==> src/design/pvp_consts.svh <==
`ifndef PVP_CONSTS_SVH
`define PVP_CONSTS_SVH

// Overview of operation
// - Capture receive bits only in own slot
// - Normal and delayed formats sample on falling edge
// - Reverse format samples on rising edge
// - One receive bit per master clock period
// - Drive transmit bits only in own slot
// - Transmit pin released outside own slot
// - Normal and delayed formats launch on rising edge
// - Reverse format launches on falling edge
// - Master clock is one of four rates

// Bits per frame for each master clock rate at 8 kHz framing
`define PVP_FRAME_LEN_512K 10'h040
`define PVP_FRAME_LEN_1536K 10'h0c0
`define PVP_FRAME_LEN_2048K 10'h100
`define PVP_FRAME_LEN_2560K 10'h140

// Slot width as a shift count, voice word lengths in bits and their last bit indices
`define PVP_SLOT_SHIFT 3
`define PVP_WORD_COMPANDED 10'h008
`define PVP_WORD_LINEAR 10'h010
`define PVP_MSB_COMPANDED 4'h7
`define PVP_MSB_LINEAR 4'hf

// Bit index values with special meaning
`define PVP_IDX_PENDING 10'h3ff
`define PVP_IDX_IDLE 10'h200

// Reset values
`define PVP_WORD_RESET 16'h0000
`define PVP_BIT_RESET 1'b0
`define PVP_CFG_RESET 15'h0000

`endif

==> src/design/pvp_pkg.sv <==
package pvp_pkg;

   typedef enum logic [1:0] {
      PVP_FMT_NORMAL = 2'h0,
      PVP_FMT_DELAYED = 2'h1,
      PVP_FMT_REVERSE = 2'h2
   } pvp_fmt_t;

   typedef enum logic [1:0] {
      PVP_MCLK_512K = 2'h0,
      PVP_MCLK_1536K = 2'h1,
      PVP_MCLK_2048K = 2'h2,
      PVP_MCLK_2560K = 2'h3
   } pvp_mclk_t;

   typedef struct packed {
      pvp_fmt_t fmt;
      pvp_mclk_t mclk_sel;
      logic linear;
      logic [4:0] rx_slot;
      logic [4:0] tx_slot;
   } pvp_cfg_t;

   typedef struct packed {
      logic mclk_s1;
      logic mclk_s2;
      logic mclk_s3;
      logic fs_s1;
      logic fs_s2;
      logic fs_prev;
      logic rx_s1;
      logic rx_s2;
      pvp_cfg_t frm;
      logic [9:0] idx;
      logic [15:0] tx_shift;
      logic [15:0] rx_shift;
      logic [15:0] rx_word;
      logic rx_valid;
      logic tx_out;
      logic tx_oe;
   } pvp_state_t;

endpackage

==> src/design/pvp_voice_port.sv <==
`include "pvp_consts.svh"

module pvp_voice_port (
   input wire logic clk,
   input wire logic reset_n,
   input wire logic mclk_in,
   input wire logic frame_sync_in,
   input wire logic rx_voice_in,
   input wire pvp_pkg::pvp_cfg_t config_reg_zero,
   input wire logic [15:0] tx_word,
   output logic tx_voice_out,
   output logic tx_voice_oe,
   output logic [15:0] rx_word,
   output logic rx_valid
);
   import pvp_pkg::*;

   logic rst_s1;
   logic rst_n_sync;
   pvp_state_t st;
   pvp_state_t next_st;

   // Every field is listed so that a field added later cannot go without a reset value
   localparam pvp_state_t reset_state = '{
      mclk_s1: `PVP_BIT_RESET,
      mclk_s2: `PVP_BIT_RESET,
      mclk_s3: `PVP_BIT_RESET,
      fs_s1: `PVP_BIT_RESET,
      fs_s2: `PVP_BIT_RESET,
      fs_prev: `PVP_BIT_RESET,
      rx_s1: `PVP_BIT_RESET,
      rx_s2: `PVP_BIT_RESET,
      frm: `PVP_CFG_RESET,
      idx: `PVP_IDX_IDLE,
      tx_shift: `PVP_WORD_RESET,
      rx_shift: `PVP_WORD_RESET,
      rx_word: `PVP_WORD_RESET,
      rx_valid: `PVP_BIT_RESET,
      tx_out: `PVP_BIT_RESET,
      tx_oe: `PVP_BIT_RESET
   };

   always_ff @(posedge clk or negedge reset_n) begin
      if (!reset_n) begin
         rst_s1 <= 1'b0;
         rst_n_sync <= 1'b0;
      end else begin
         rst_s1 <= 1'b1;
         rst_n_sync <= rst_s1;
      end
   end

   function automatic logic [9:0] frame_len(input pvp_mclk_t sel);
      logic [9:0] len;
      len = `PVP_FRAME_LEN_512K;
      case (sel)
         PVP_MCLK_1536K: len = `PVP_FRAME_LEN_1536K;
         PVP_MCLK_2048K: len = `PVP_FRAME_LEN_2048K;
         PVP_MCLK_2560K: len = `PVP_FRAME_LEN_2560K;
         default: len = `PVP_FRAME_LEN_512K;
      endcase
      return len;
   endfunction

   function automatic logic [9:0] slot_base(input logic [4:0] slot);
      return 10'(slot) << `PVP_SLOT_SHIFT;
   endfunction

   // Bit index of the last bit of a voice word within its slot
   function automatic logic [3:0] word_msb(input logic linear);
      return linear ? `PVP_MSB_LINEAR : `PVP_MSB_COMPANDED;
   endfunction

   // A linear word spans two adjacent slots; a slot past the frame end never opens
   function automatic logic in_slot(input logic [9:0] idx, input logic [4:0] slot,
                                    input logic linear, input pvp_mclk_t sel);
      logic [9:0] base;
      logic [9:0] len;
      base = slot_base(slot);
      len = linear ? `PVP_WORD_LINEAR : `PVP_WORD_COMPANDED;
      return (idx >= base) && (idx < base + len) && (idx < frame_len(sel));
   endfunction

   function automatic logic [3:0] slot_off(input logic [9:0] idx, input logic [4:0] slot);
      logic [9:0] diff;
      diff = idx - slot_base(slot);
      return diff[3:0];
   endfunction

   always_comb begin
      logic rise;
      logic fall;
      logic launch;
      logic sample;
      logic [3:0] off;
      logic [3:0] msb;
      logic [15:0] shifted;
      rise = 1'b0;
      fall = 1'b0;
      launch = 1'b0;
      sample = 1'b0;
      off = 4'h0;
      msb = 4'h0;
      shifted = 16'h0000;
      next_st = st;

      // Pins are asynchronous to clk; the first stage is never looked at
      next_st.mclk_s1 = mclk_in;
      next_st.mclk_s2 = st.mclk_s1;
      next_st.mclk_s3 = st.mclk_s2;
      next_st.fs_s1 = frame_sync_in;
      next_st.fs_s2 = st.fs_s1;
      next_st.rx_s1 = rx_voice_in;
      next_st.rx_s2 = st.rx_s1;
      next_st.rx_valid = 1'b0;

      rise = st.mclk_s2 & ~st.mclk_s3;
      fall = ~st.mclk_s2 & st.mclk_s3;
      // Successive launch edges are one master clock period apart, giving one bit per period
      if (config_reg_zero.fmt == PVP_FMT_REVERSE) begin
         launch = fall;
         sample = rise;
      end else begin
         launch = rise;
         sample = fall;
      end

      if (launch) begin
         next_st.fs_prev = st.fs_s2;
         if (st.fs_s2 && !st.fs_prev) begin
            // Slots, width, rate and the transmit word are frozen per frame, so a change to them
            // written mid-frame cannot tear a word in half; the launch and sample edges follow the live format
            next_st.frm = config_reg_zero;
            next_st.tx_shift = tx_word;
            if (config_reg_zero.fmt == PVP_FMT_DELAYED) begin
               next_st.idx = `PVP_IDX_PENDING;
            end else begin
               next_st.idx = 10'h000;
            end
         end else if (st.idx == `PVP_IDX_PENDING) begin
            next_st.idx = 10'h000;
         end else if (st.idx < frame_len(st.frm.mclk_sel)) begin
            next_st.idx = st.idx + 10'h001;
         end

         if (in_slot(next_st.idx, next_st.frm.tx_slot, next_st.frm.linear,
                     next_st.frm.mclk_sel)) begin
            off = slot_off(next_st.idx, next_st.frm.tx_slot);
            msb = word_msb(next_st.frm.linear);
            next_st.tx_out = next_st.tx_shift[msb - off];
            next_st.tx_oe = 1'b1;
         end else begin
            next_st.tx_out = 1'b0;
            next_st.tx_oe = 1'b0;
         end
      end

      if (sample && in_slot(st.idx, st.frm.rx_slot, st.frm.linear, st.frm.mclk_sel)) begin
         shifted = {st.rx_shift[14:0], st.rx_s2};
         next_st.rx_shift = shifted;
         off = slot_off(st.idx, st.frm.rx_slot);
         msb = word_msb(st.frm.linear);
         if (off == msb) begin
            next_st.rx_word = st.frm.linear ? shifted : {8'h00, shifted[7:0]};
            next_st.rx_valid = 1'b1;
         end
      end
   end

   always_ff @(posedge clk or negedge rst_n_sync) begin
      if (!rst_n_sync) begin
         st <= reset_state;
      end else begin
         st <= next_st;
      end
   end

   assign tx_voice_out = st.tx_out;
   assign tx_voice_oe = st.tx_oe;
   assign rx_word = st.rx_word;
   assign rx_valid = st.rx_valid;

endmodule // pvp_voice_port

==> config.mk <==
export PLATFORM = sky130hd
export DESIGN_NAME = pvp_voice_port
export DESIGN_NICKNAME = d
export VERILOG_FILES = /design/src/design/pvp_pkg.sv /design/src/design/pvp_voice_port.sv
export VERILOG_INCLUDE_DIRS = /design/src /design/src/design
export SDC_FILE = /design/constraint.sdc
export NUM_CORES = 1
export LEC_CHECK = 0
export ABC_AREA = 1
export BUFFER_PORTS_ARGS = -buffer_cell sky130_fd_sc_hd__buf_4
export CAP_MARGIN = 10
export CELL_PAD_IN_SITES_DETAIL_PLACEMENT = 0
export CELL_PAD_IN_SITES_GLOBAL_PLACEMENT = 1
export CORE_MARGIN = 2
export CORE_UTILIZATION = 25
export DETAILED_ROUTE_END_ITERATION = 6
export PLACE_DENSITY = 0.51
export RECOVER_POWER = 25
export REMOVE_ABC_BUFFERS = 1
export SLEW_MARGIN = 30
export SYNTH_ARGS = -nofsm -noshare
export SYNTH_HDL_FRONTEND = slang
export SYNTH_SLANG_ARGS = --single-unit
==> constraint.sdc <==
create_clock -name clk -period 2.83 [get_ports clk]
set_input_delay 0 -clock clk [delete_from_list [all_inputs] [get_ports clk]]
set_output_delay 0 -clock clk [all_outputs]
set_load 0.05 [all_outputs]
==> results of run 1 <==
-- area by class of cell --
| cell class | count | area share (%) |
|---|---|---|
| Clock buffer | 9 | 3.25 |
| Clock inverter | 6 | 0.722 |
| Inverter | 77 | 4.42 |
| Multi-Input combinational cell | 432 | 39.9 |
| Sequential cell | 83 | 30.0 |
| Tap cell | 265 | 4.78 |
| Timing Repair Buffer | 128 | 16.4 |
| Timing Repair inverter | 2 | 0.469 |
-- where the power goes --
group | leakage, nW | switching, mW | internal [mW]
Sequential | 1.07 | 0.204 | 1.45
Combinational | 2.23 | 1.83 | 1.31
Clock | 0.134 | 0.548 | 0.603
-- Yosys cell counts, drive strengths merged (4+ instances only) --
master	n
a21oi	20
buf	27
clkbuf	10
dfrtp	82
ha	29
inv	77
nand2	166
nand3	54
nand4	8
nor2	34
nor3	6
o21ai	85
or2	4
xor2	10
-- worst register-to-register path, cell delays in order, from the launching register on --
cell and delay (ns):
dfrtp_1 0.39, inv_2 0.07, buf_6 0.09, ha_4 0.12, inv_2 0.03, fa_2 0.34, nor3_2 0.13, xor2_1 0.16
ha_1 0.26, a21oi_2 0.14, nor3_2 0.05, nor3_1 0.15, o211ai_1 0.13, nor2_2 0.14, nand2_4 0.12, buf_12 0.19
nor2_8 0.16, buf_4 0.15, nor2_4 0.03, a21oi_2 0.09
-- path summary, 6_finish.rpt --
check                        endpoint  slack, ns         from  depth (start not counted)
setup reg to reg           rx_word[1]      -0.16       st[71]                         19
hold reg to reg                st[79]       0.35  next_st[79]                          0
hold / removal                 st[35]       0.03   tx_word[0]                          5
min in group asynchronous  rst_n_sync       0.52      reset_n                          3
setup / recovery           rx_word[1]      -0.16       st[71]                         19
max in group asynchronous      st[38]       1.01   rst_n_sync                          1
-- layer usage --
metal	up-vias	track usage, %
met4	0	3.97
met1	2114	17.8
li1	2233	-
met5	-	0
met3	14	2.85
met2	71	21.0
-- cell usage in the layout, fill, tap and decap left out, types with 2 or more instances in the layout --
master and n:
a21oi_1 11, a21oi_2 7, a21oi_4 2, buf_12 5
buf_16 2, buf_4 98, buf_6 6, buf_8 2
clkbuf_16 10, clkbuf_4 3, clkinv_8 3, dfrtp_1 82
dlygate4sd3_1 10, ha_1 25, ha_4 4, inv_1 63
inv_2 11, inv_4 2, inv_6 2, nand2_1 130
nand2_2 27, nand2_4 8, nand3_1 40, nand3_2 13
nand3b_1 2, nand4_1 7, nor2_1 24, nor2_2 3
nor2_4 7, nor3_2 3, nor3_4 2, o21ai_0 59
o21ai_1 12, o21ai_2 13, or2_2 3, xor2_1 10
-- flip-flops by register name, indices dropped and copies added, names as in the netlist --
name and count:
next_st 4, rst_n_sync 1, rst_s1 1, rx_valid 1, rx_word 16, st 58
tx_voice_oe 1, tx_voice_out 1
-- repair_timing --
| item | in CTS | in global routing |
|---|---|---|
| hold buffers | 10 | 0 |
| buffers inserted | 4 | 9 |
| endpoints found under the setup margin | 33 | 34 |
| cloned | 3 | 3 |
| gates resized for setup | 35 | 95 |
| pin swaps | 9 | 14 |
| hold endpoints to repair | 10 | 0 |
-- kinds of logic (layout without fill, tap and decap cells) --
| group | after synthesis | count (layout) | share of synthesized area (%) |
|---|---|---|---|
| buffers and inverters | 114 | 222 | 10.5 |
| xor gates and xnor gates | 11 | 11 | 1.92 |
| and+or+nand+nor | 277 | 278 | 26.2 |
| DFF | 83 | 83 | 41.4 |
| muxes | 2 | 2 | 0.424 |
| other | 1 | 1 | 0.0747 |
| AOI/OAI and AO/OA | 109 | 109 | 11.5 |
| adders and majority gates | 31 | 31 | 8.03 |
==> run metrics, run 1 <==
Buffers on Ports=54; worst-margin pin slew=1.65 ns; number of CTS-inserted buffers=9; antenna violations before repair=0; Highest Signal Layer=met4; Filler Cell Count=~2.1k; vias in the first global route=around 4.4k; critical path's top delay family=simple AND/OR/NAND/NOR gates; worst vdd ir=about 0.00034 V; ant diodes=0; Die ar.=between 0.02 and 0.025 sq mm; max incr delay on CP=0.39 ns; via count=4432; sequential area share after synthesis=between 40% and 50%; Post-Layout Cell Count=between 1k and 1.5k; synthesized area per cell=between 7 and 8 sq um; WHS=roughly 0.032 ns; Core Area=about 0.020 sq mm; Cell Count Post-Placement=~960; routed wl met3=~470 um; met2 routed WL=~6500 um; Root Buffer=clkbuf_16; Die X-Extent=around 150 um; DP Area=0.00590 sq mm; Die H=between 100 and 150 um; Post-DP HPWL=9480 um; CP Class=reg2reg; M1 WL=about 6700 um; startpoint types=flop; Rows=slightly above 50; Area Overhead vs Synth=38.1%; fin crit share=106%; largest net degree at the start of global routing=between 40 and 50; Worst path slowest cell=dfrtp_1; Clock H-tree levels=3; Mapped Cells=roughly 630; CTS Sinks=83; initial core utilization=around a quarter; Worst-Skew Late Latency=0.35 ns; Tot Pwr=about 5.9 mW; Synth Warn #=0; number of enable flip-flop cells after synthesis=0; Unique masters post-synth=47; PnR worst setup slack=-0.160 ns; endpoints failing setup=31; hold crit path type=in2reg; Data arrival, critical path=about 3.3 ns; DRC viols=0; pre-CTS WS=-0.500 ns; Slew Viols, Final=40; worst path cell trace=inv_2 > buf_6 > ha_4 > inv_2 > fa_2 > nor3_2 > xor2_1 > ha_1 > a21oi_2 > nor3_2 > nor3_1 > o211ai_1 > nor2_2 > nand2_4 > buf_12 > nor2_8 > buf_4 > nor2_4 > a21oi_2; max frequency=between 300 and 400 MHz; first-pass GRT wire length=22400 um; setup TNS=-2.04 ns; grt total ovfl=0; LEAKAGE=3.43 nW; Pwr Density=858 mW/mm^2; Synth Cell Area=0.00502 sq mm; ys flop type=dfrtp_1; Rel. slew slack=-9.92%; multi-input logic area=around 0.0028 sq mm; failing checks=max-capacitance violations, max-slew violations, negative setup slack; Synth Register Bits=83; I/O pin count=55; clock buffer depth=2; clk_skew=approximately 0.0075 ns; share of post-route cells with drive strength above 1=between 30% and 40%; final hold viol count=0; async set or reset register ratio after synthesis=100%; top cell type's share of synthesized area=about two fifths; antenna-violating nets left=0; top cell type by total area after synthesis=dfrtp_1; CP endpoint kind=flop; post-route cell area=0.00693 sq mm; outcome=complete, but fails checks; overall routed net length=between 10000 and 15000 um; Via-to-Cell Ratio=around 4.4; DRT iter0 DRCs=between 150 and 200; layout net count=800; top post-synthesis cells by area=dfrtp_1 41%, nand2_1 11%, o21ai_0 8.2%; Clock transition at path regs=around 0.07 ns; RSZ-0062 raised after global routing=true; sequential cell area=around 0.0021 sq mm; worst path bufs/invs=5; CTS tree=done; Finished Core Util=between 30% and 40%; max_cap viols=1; critical path required time=about 3.1 ns; post-DR wirelength/cell=13.8 um; Final min period=2.99 ns; All-Layer GR Usage=around an eighth; First-pass DRT Iterations=4; gpl congestion=just under 0.8; crit-path max FO=7
(Power assumes the default switching activity.)
==> inputs of run 2 (changes only) <==
--- a/config.mk
+++ b/config.mk
@@ -14,7 +14,7 @@
 export CORE_MARGIN = 2
 export CORE_UTILIZATION = 25
 export DETAILED_ROUTE_END_ITERATION = 6
-export PLACE_DENSITY = 0.51
+export PLACE_DENSITY_LB_ADDON = 0.1
 export RECOVER_POWER = 25
 export REMOVE_ABC_BUFFERS = 1
 export SLEW_MARGIN = 30
==> run 2 against run 1 <==
Effect of this change: total power is 1.2% higher; clock-buffer cell count did not move; the flow still finishes with violations (max-capacitance violations, max-slew violations, negative setup slack); design area fell by 0.54%; via count down 1.9%; critical endpoint is now rx_word[6]; clock power rose by 12%; worst hold slack got worse by 0.0024 ns.
==> run metrics, run 2 (synthesis gave the netlist of run 1 again) <==
CP endpoint kind=flop (unchanged); setup TNS=-2.17 ns (was -2.04 ns); gpl congestion=0.758 (was 0.793); clk_skew=0.00960 ns (was 0.00747 ns); layout net count=804 (was 800); DP Area=0.00591 sq mm (was 0.00590 sq mm); Data arrival, critical path=3.24 ns (was 3.27 ns); crit-path max FO=8 (was 7); startpoint types=flop (unchanged); max incr delay on CP=0.39 ns (about the same); Die H=146 um (unchanged); outcome=complete, but fails checks (unchanged); Post-DP HPWL=9610 um (was 9480 um); Slew Viols, Final=82 (was 40); Rel. slew slack=-47.4% (was -9.92%); antenna violations before repair=0 (unchanged); via count=4347 (was 4432); number of CTS-inserted buffers=9 (unchanged); share of post-route cells with drive strength above 1=33.6% (was 33.9%); endpoints failing setup=33 (was 31); DRT iter0 DRCs=200 (was 198); CP Class=reg2reg (unchanged); critical path's top delay family=adder cells (was simple AND/OR/NAND/NOR gates); All-Layer GR Usage=13.4% (was 13.2%); most common cell after layout, fill and taps aside=nand2_1 (unchanged); Area Overhead vs Synth=37.3% (was 38.1%); most frequent cells in the layout=138 x nand2_1, 103 x buf_4, 81 x dfrtp_1 (was 130 x nand2_1, 98 x buf_4, 82 x dfrtp_1); vias in the first global route=4407 (was 4364); fin crit share=105% (was 106%); Worst path slowest cell=dfrtp_1 (unchanged); Tot Pwr=6.02 mW (was 5.95 mW); max_cap viols=1 (unchanged); Pwr Density=873 mW/mm^2 (was 858 mW/mm^2); worst hold path cell count=5 (unchanged); DRC viols=0 (unchanged); worst path cell trace=inv_2 > ha_4 > inv_2 > fa_2 > buf_4 > buf_4 > xor2_2 > ha_1 > a21oi_2 > nand2_1 > nand4_1 > o211ai_1 > nor2_2 > nand2_4 > buf_12 > nor2_8 > nor2_1 > a21oi_1 (was inv_2 > buf_6 > ha_4 > inv_2 > fa_2 > nor3_2 > xor2_1 > ha_1 > a21oi_2 > nor3_2 > nor3_1 > o211ai_1 > nor2_2 > nand2_4 > buf_12 > nor2_8 > buf_4 > nor2_4 > a21oi_2); max frequency=338 MHz (was 334 MHz); Core Area=0.0196 sq mm (unchanged); Clock H-tree levels=3 (unchanged); Buffers on Ports=54 (unchanged); final hold viol count=0 (unchanged); Die X-Extent=146 um (unchanged); I/O pin count=55 (unchanged); First-pass DRT Iterations=4 (unchanged); worst path bufs/invs=5 (unchanged); Die ar.=0.0212 sq mm (unchanged); failing checks=max-capacitance violations, max-slew violations, negative setup slack (unchanged); Final min period=2.96 ns (was 2.99 ns); reg2reg start=st[71] (unchanged); clock buffer depth=2 (unchanged); RSZ-0062 raised after global routing=true (unchanged); min-delay src=tx_word[5] (was tx_word[0]); Worst-Skew Late Latency=0.35 ns (about the same); worst vdd ir=0.000319 V (was 0.000340 V); CTS Sinks=83 (unchanged); max reg flops=58 (unchanged); initial core utilization=25.6% (unchanged); LEAKAGE=3.38 nW (was 3.43 nW); hold crit path type=in2reg (unchanged); setup slack, reg-to-reg=-0.13 ns (was -0.16 ns); Clock transition at path regs=0.07 ns (about the same); Root Buffer=clkbuf_16 (unchanged); overall routed net length=13900 um (about the same); Most flops, register=st (unchanged); Via-to-Cell Ratio=4.32 (was 4.42); RR Endpoint=rx_word[6] (was rx_word[1]); post-route cell area=0.00689 sq mm (was 0.00693 sq mm); largest net degree at the start of global routing=82 (was 46); PnR worst setup slack=-0.130 ns (was -0.160 ns); Rows=51 (unchanged); Register-to-Register Path Depth=18 (was 19); grt total ovfl=0 (unchanged); worst-margin pin slew=2.21 ns (was 1.65 ns); hold endpoint=st[40] (was st[35]); first-pass GRT wire length=22900 um (was 22400 um); critical path required time=3.11 ns (about the same); post-DR wirelength/cell=13.8 um (about the same); ant diodes=0 (unchanged); CTS tree=done (unchanged); antenna-violating nets left=0 (unchanged)
run 2: changes by cell type in the layout (fill, tap and decap cells not counted), moves of 4 or more:
cell | before | now
nand2_1 | 130 | 138
buf_4 | 98 | 103
nand3_2 | 13 | 6
o21ai_0 | 59 | 64
nand2_2 | 27 | 22
nor2_2 | 3 | 7
nand3_1 | 40 | 45
o21ai_1 | 12 | 8
run 2: how the worst max path moves through the flow:
stage | endpoint | depth (start not counted) | startpoint
final | rx_word[6] | 18 | st[71]
after global routing | rx_word[3] | 18 | st[71]
after CTS | rx_word[4] | 17 | st[71]
after detailed placement | tx_voice_out | 16 | st[78]
after global placement | tx_voice_oe | 14 | st[78]
after floorplan | tx_voice_out | 18 | st[78]
run 2: cell type report:
| class | instances | area, sq um |
|---|---|---|
| clock buffer | 9 | 225 |
| clock inverter | 7 | 93.8 |
| fill | 2107 | 12700 |
| inverter | 77 | 308 |
| multi-input combinational | 432 | 2740 |
| sequential | 83 | 2080 |
| tap | 265 | 332 |
| timing repair buffer | 132 | 1090 |
| timing repair inverter | 2 | 32.5 |
run 2: where the power goes:
part,internal [mW],switching (mW)
combinational,1.28,1.83
sequential,1.45,0.177
clock,0.710,0.578
total,3.44,2.58
run 2: worst reg2reg max path, cell delays in order (launching register included):
cell,delay [ns]
dfrtp_1,0.39
inv_2,0.08
ha_4,0.13
inv_2,0.04
fa_2,0.36
buf_4,0.14
buf_4,0.13
xor2_2,0.14
ha_1,0.31
a21oi_2,0.14
nand2_1,0.07
nand4_1,0.08
o211ai_1,0.12
nor2_2,0.15
nand2_4,0.09
buf_12,0.16
nor2_8,0.20
nor2_1,0.07
a21oi_1,0.11
run 2: metal layers:
| metal | track usage [%] | share of wire, % | vias up |
|---|---|---|---|
| met4 | 4.56 | 1.4 | 0 |
| li1 | - | - | 2237 |
| met5 | 0 | 0 | - |
| met3 | 2.01 | 2.7 | 11 |
| met1 | 18.2 | 49 | 2049 |
| met2 | 21.8 | 47 | 50 |
run 2: metrics by stage:
stage	utilization [%]	hold slack [ns]	setup WS, ns	std cells
final	35.2	0.0296	-0.130	1007
after global routing	35.2	0.0474	-0.378	1007
after CTS	33.3	0.0153	-0.158	995
after detailed placement	30.2	-0.216	-0.438	960
after global placement	30.2	-0.218	-0.457	960
after floorplan	-	-0.296	-0.349	591
run 2: timing repair:
item | 4_1_cts | 5_1_grt
buffers inserted | 6 | 10
gates resized for setup | 36 | 79
setup endpoints to repair | 34 | 34
hold buffers | 11 | 0
hold endpoints to repair | 11 | 0
gates cloned | 2 | 2
pin swaps | 12 | 28
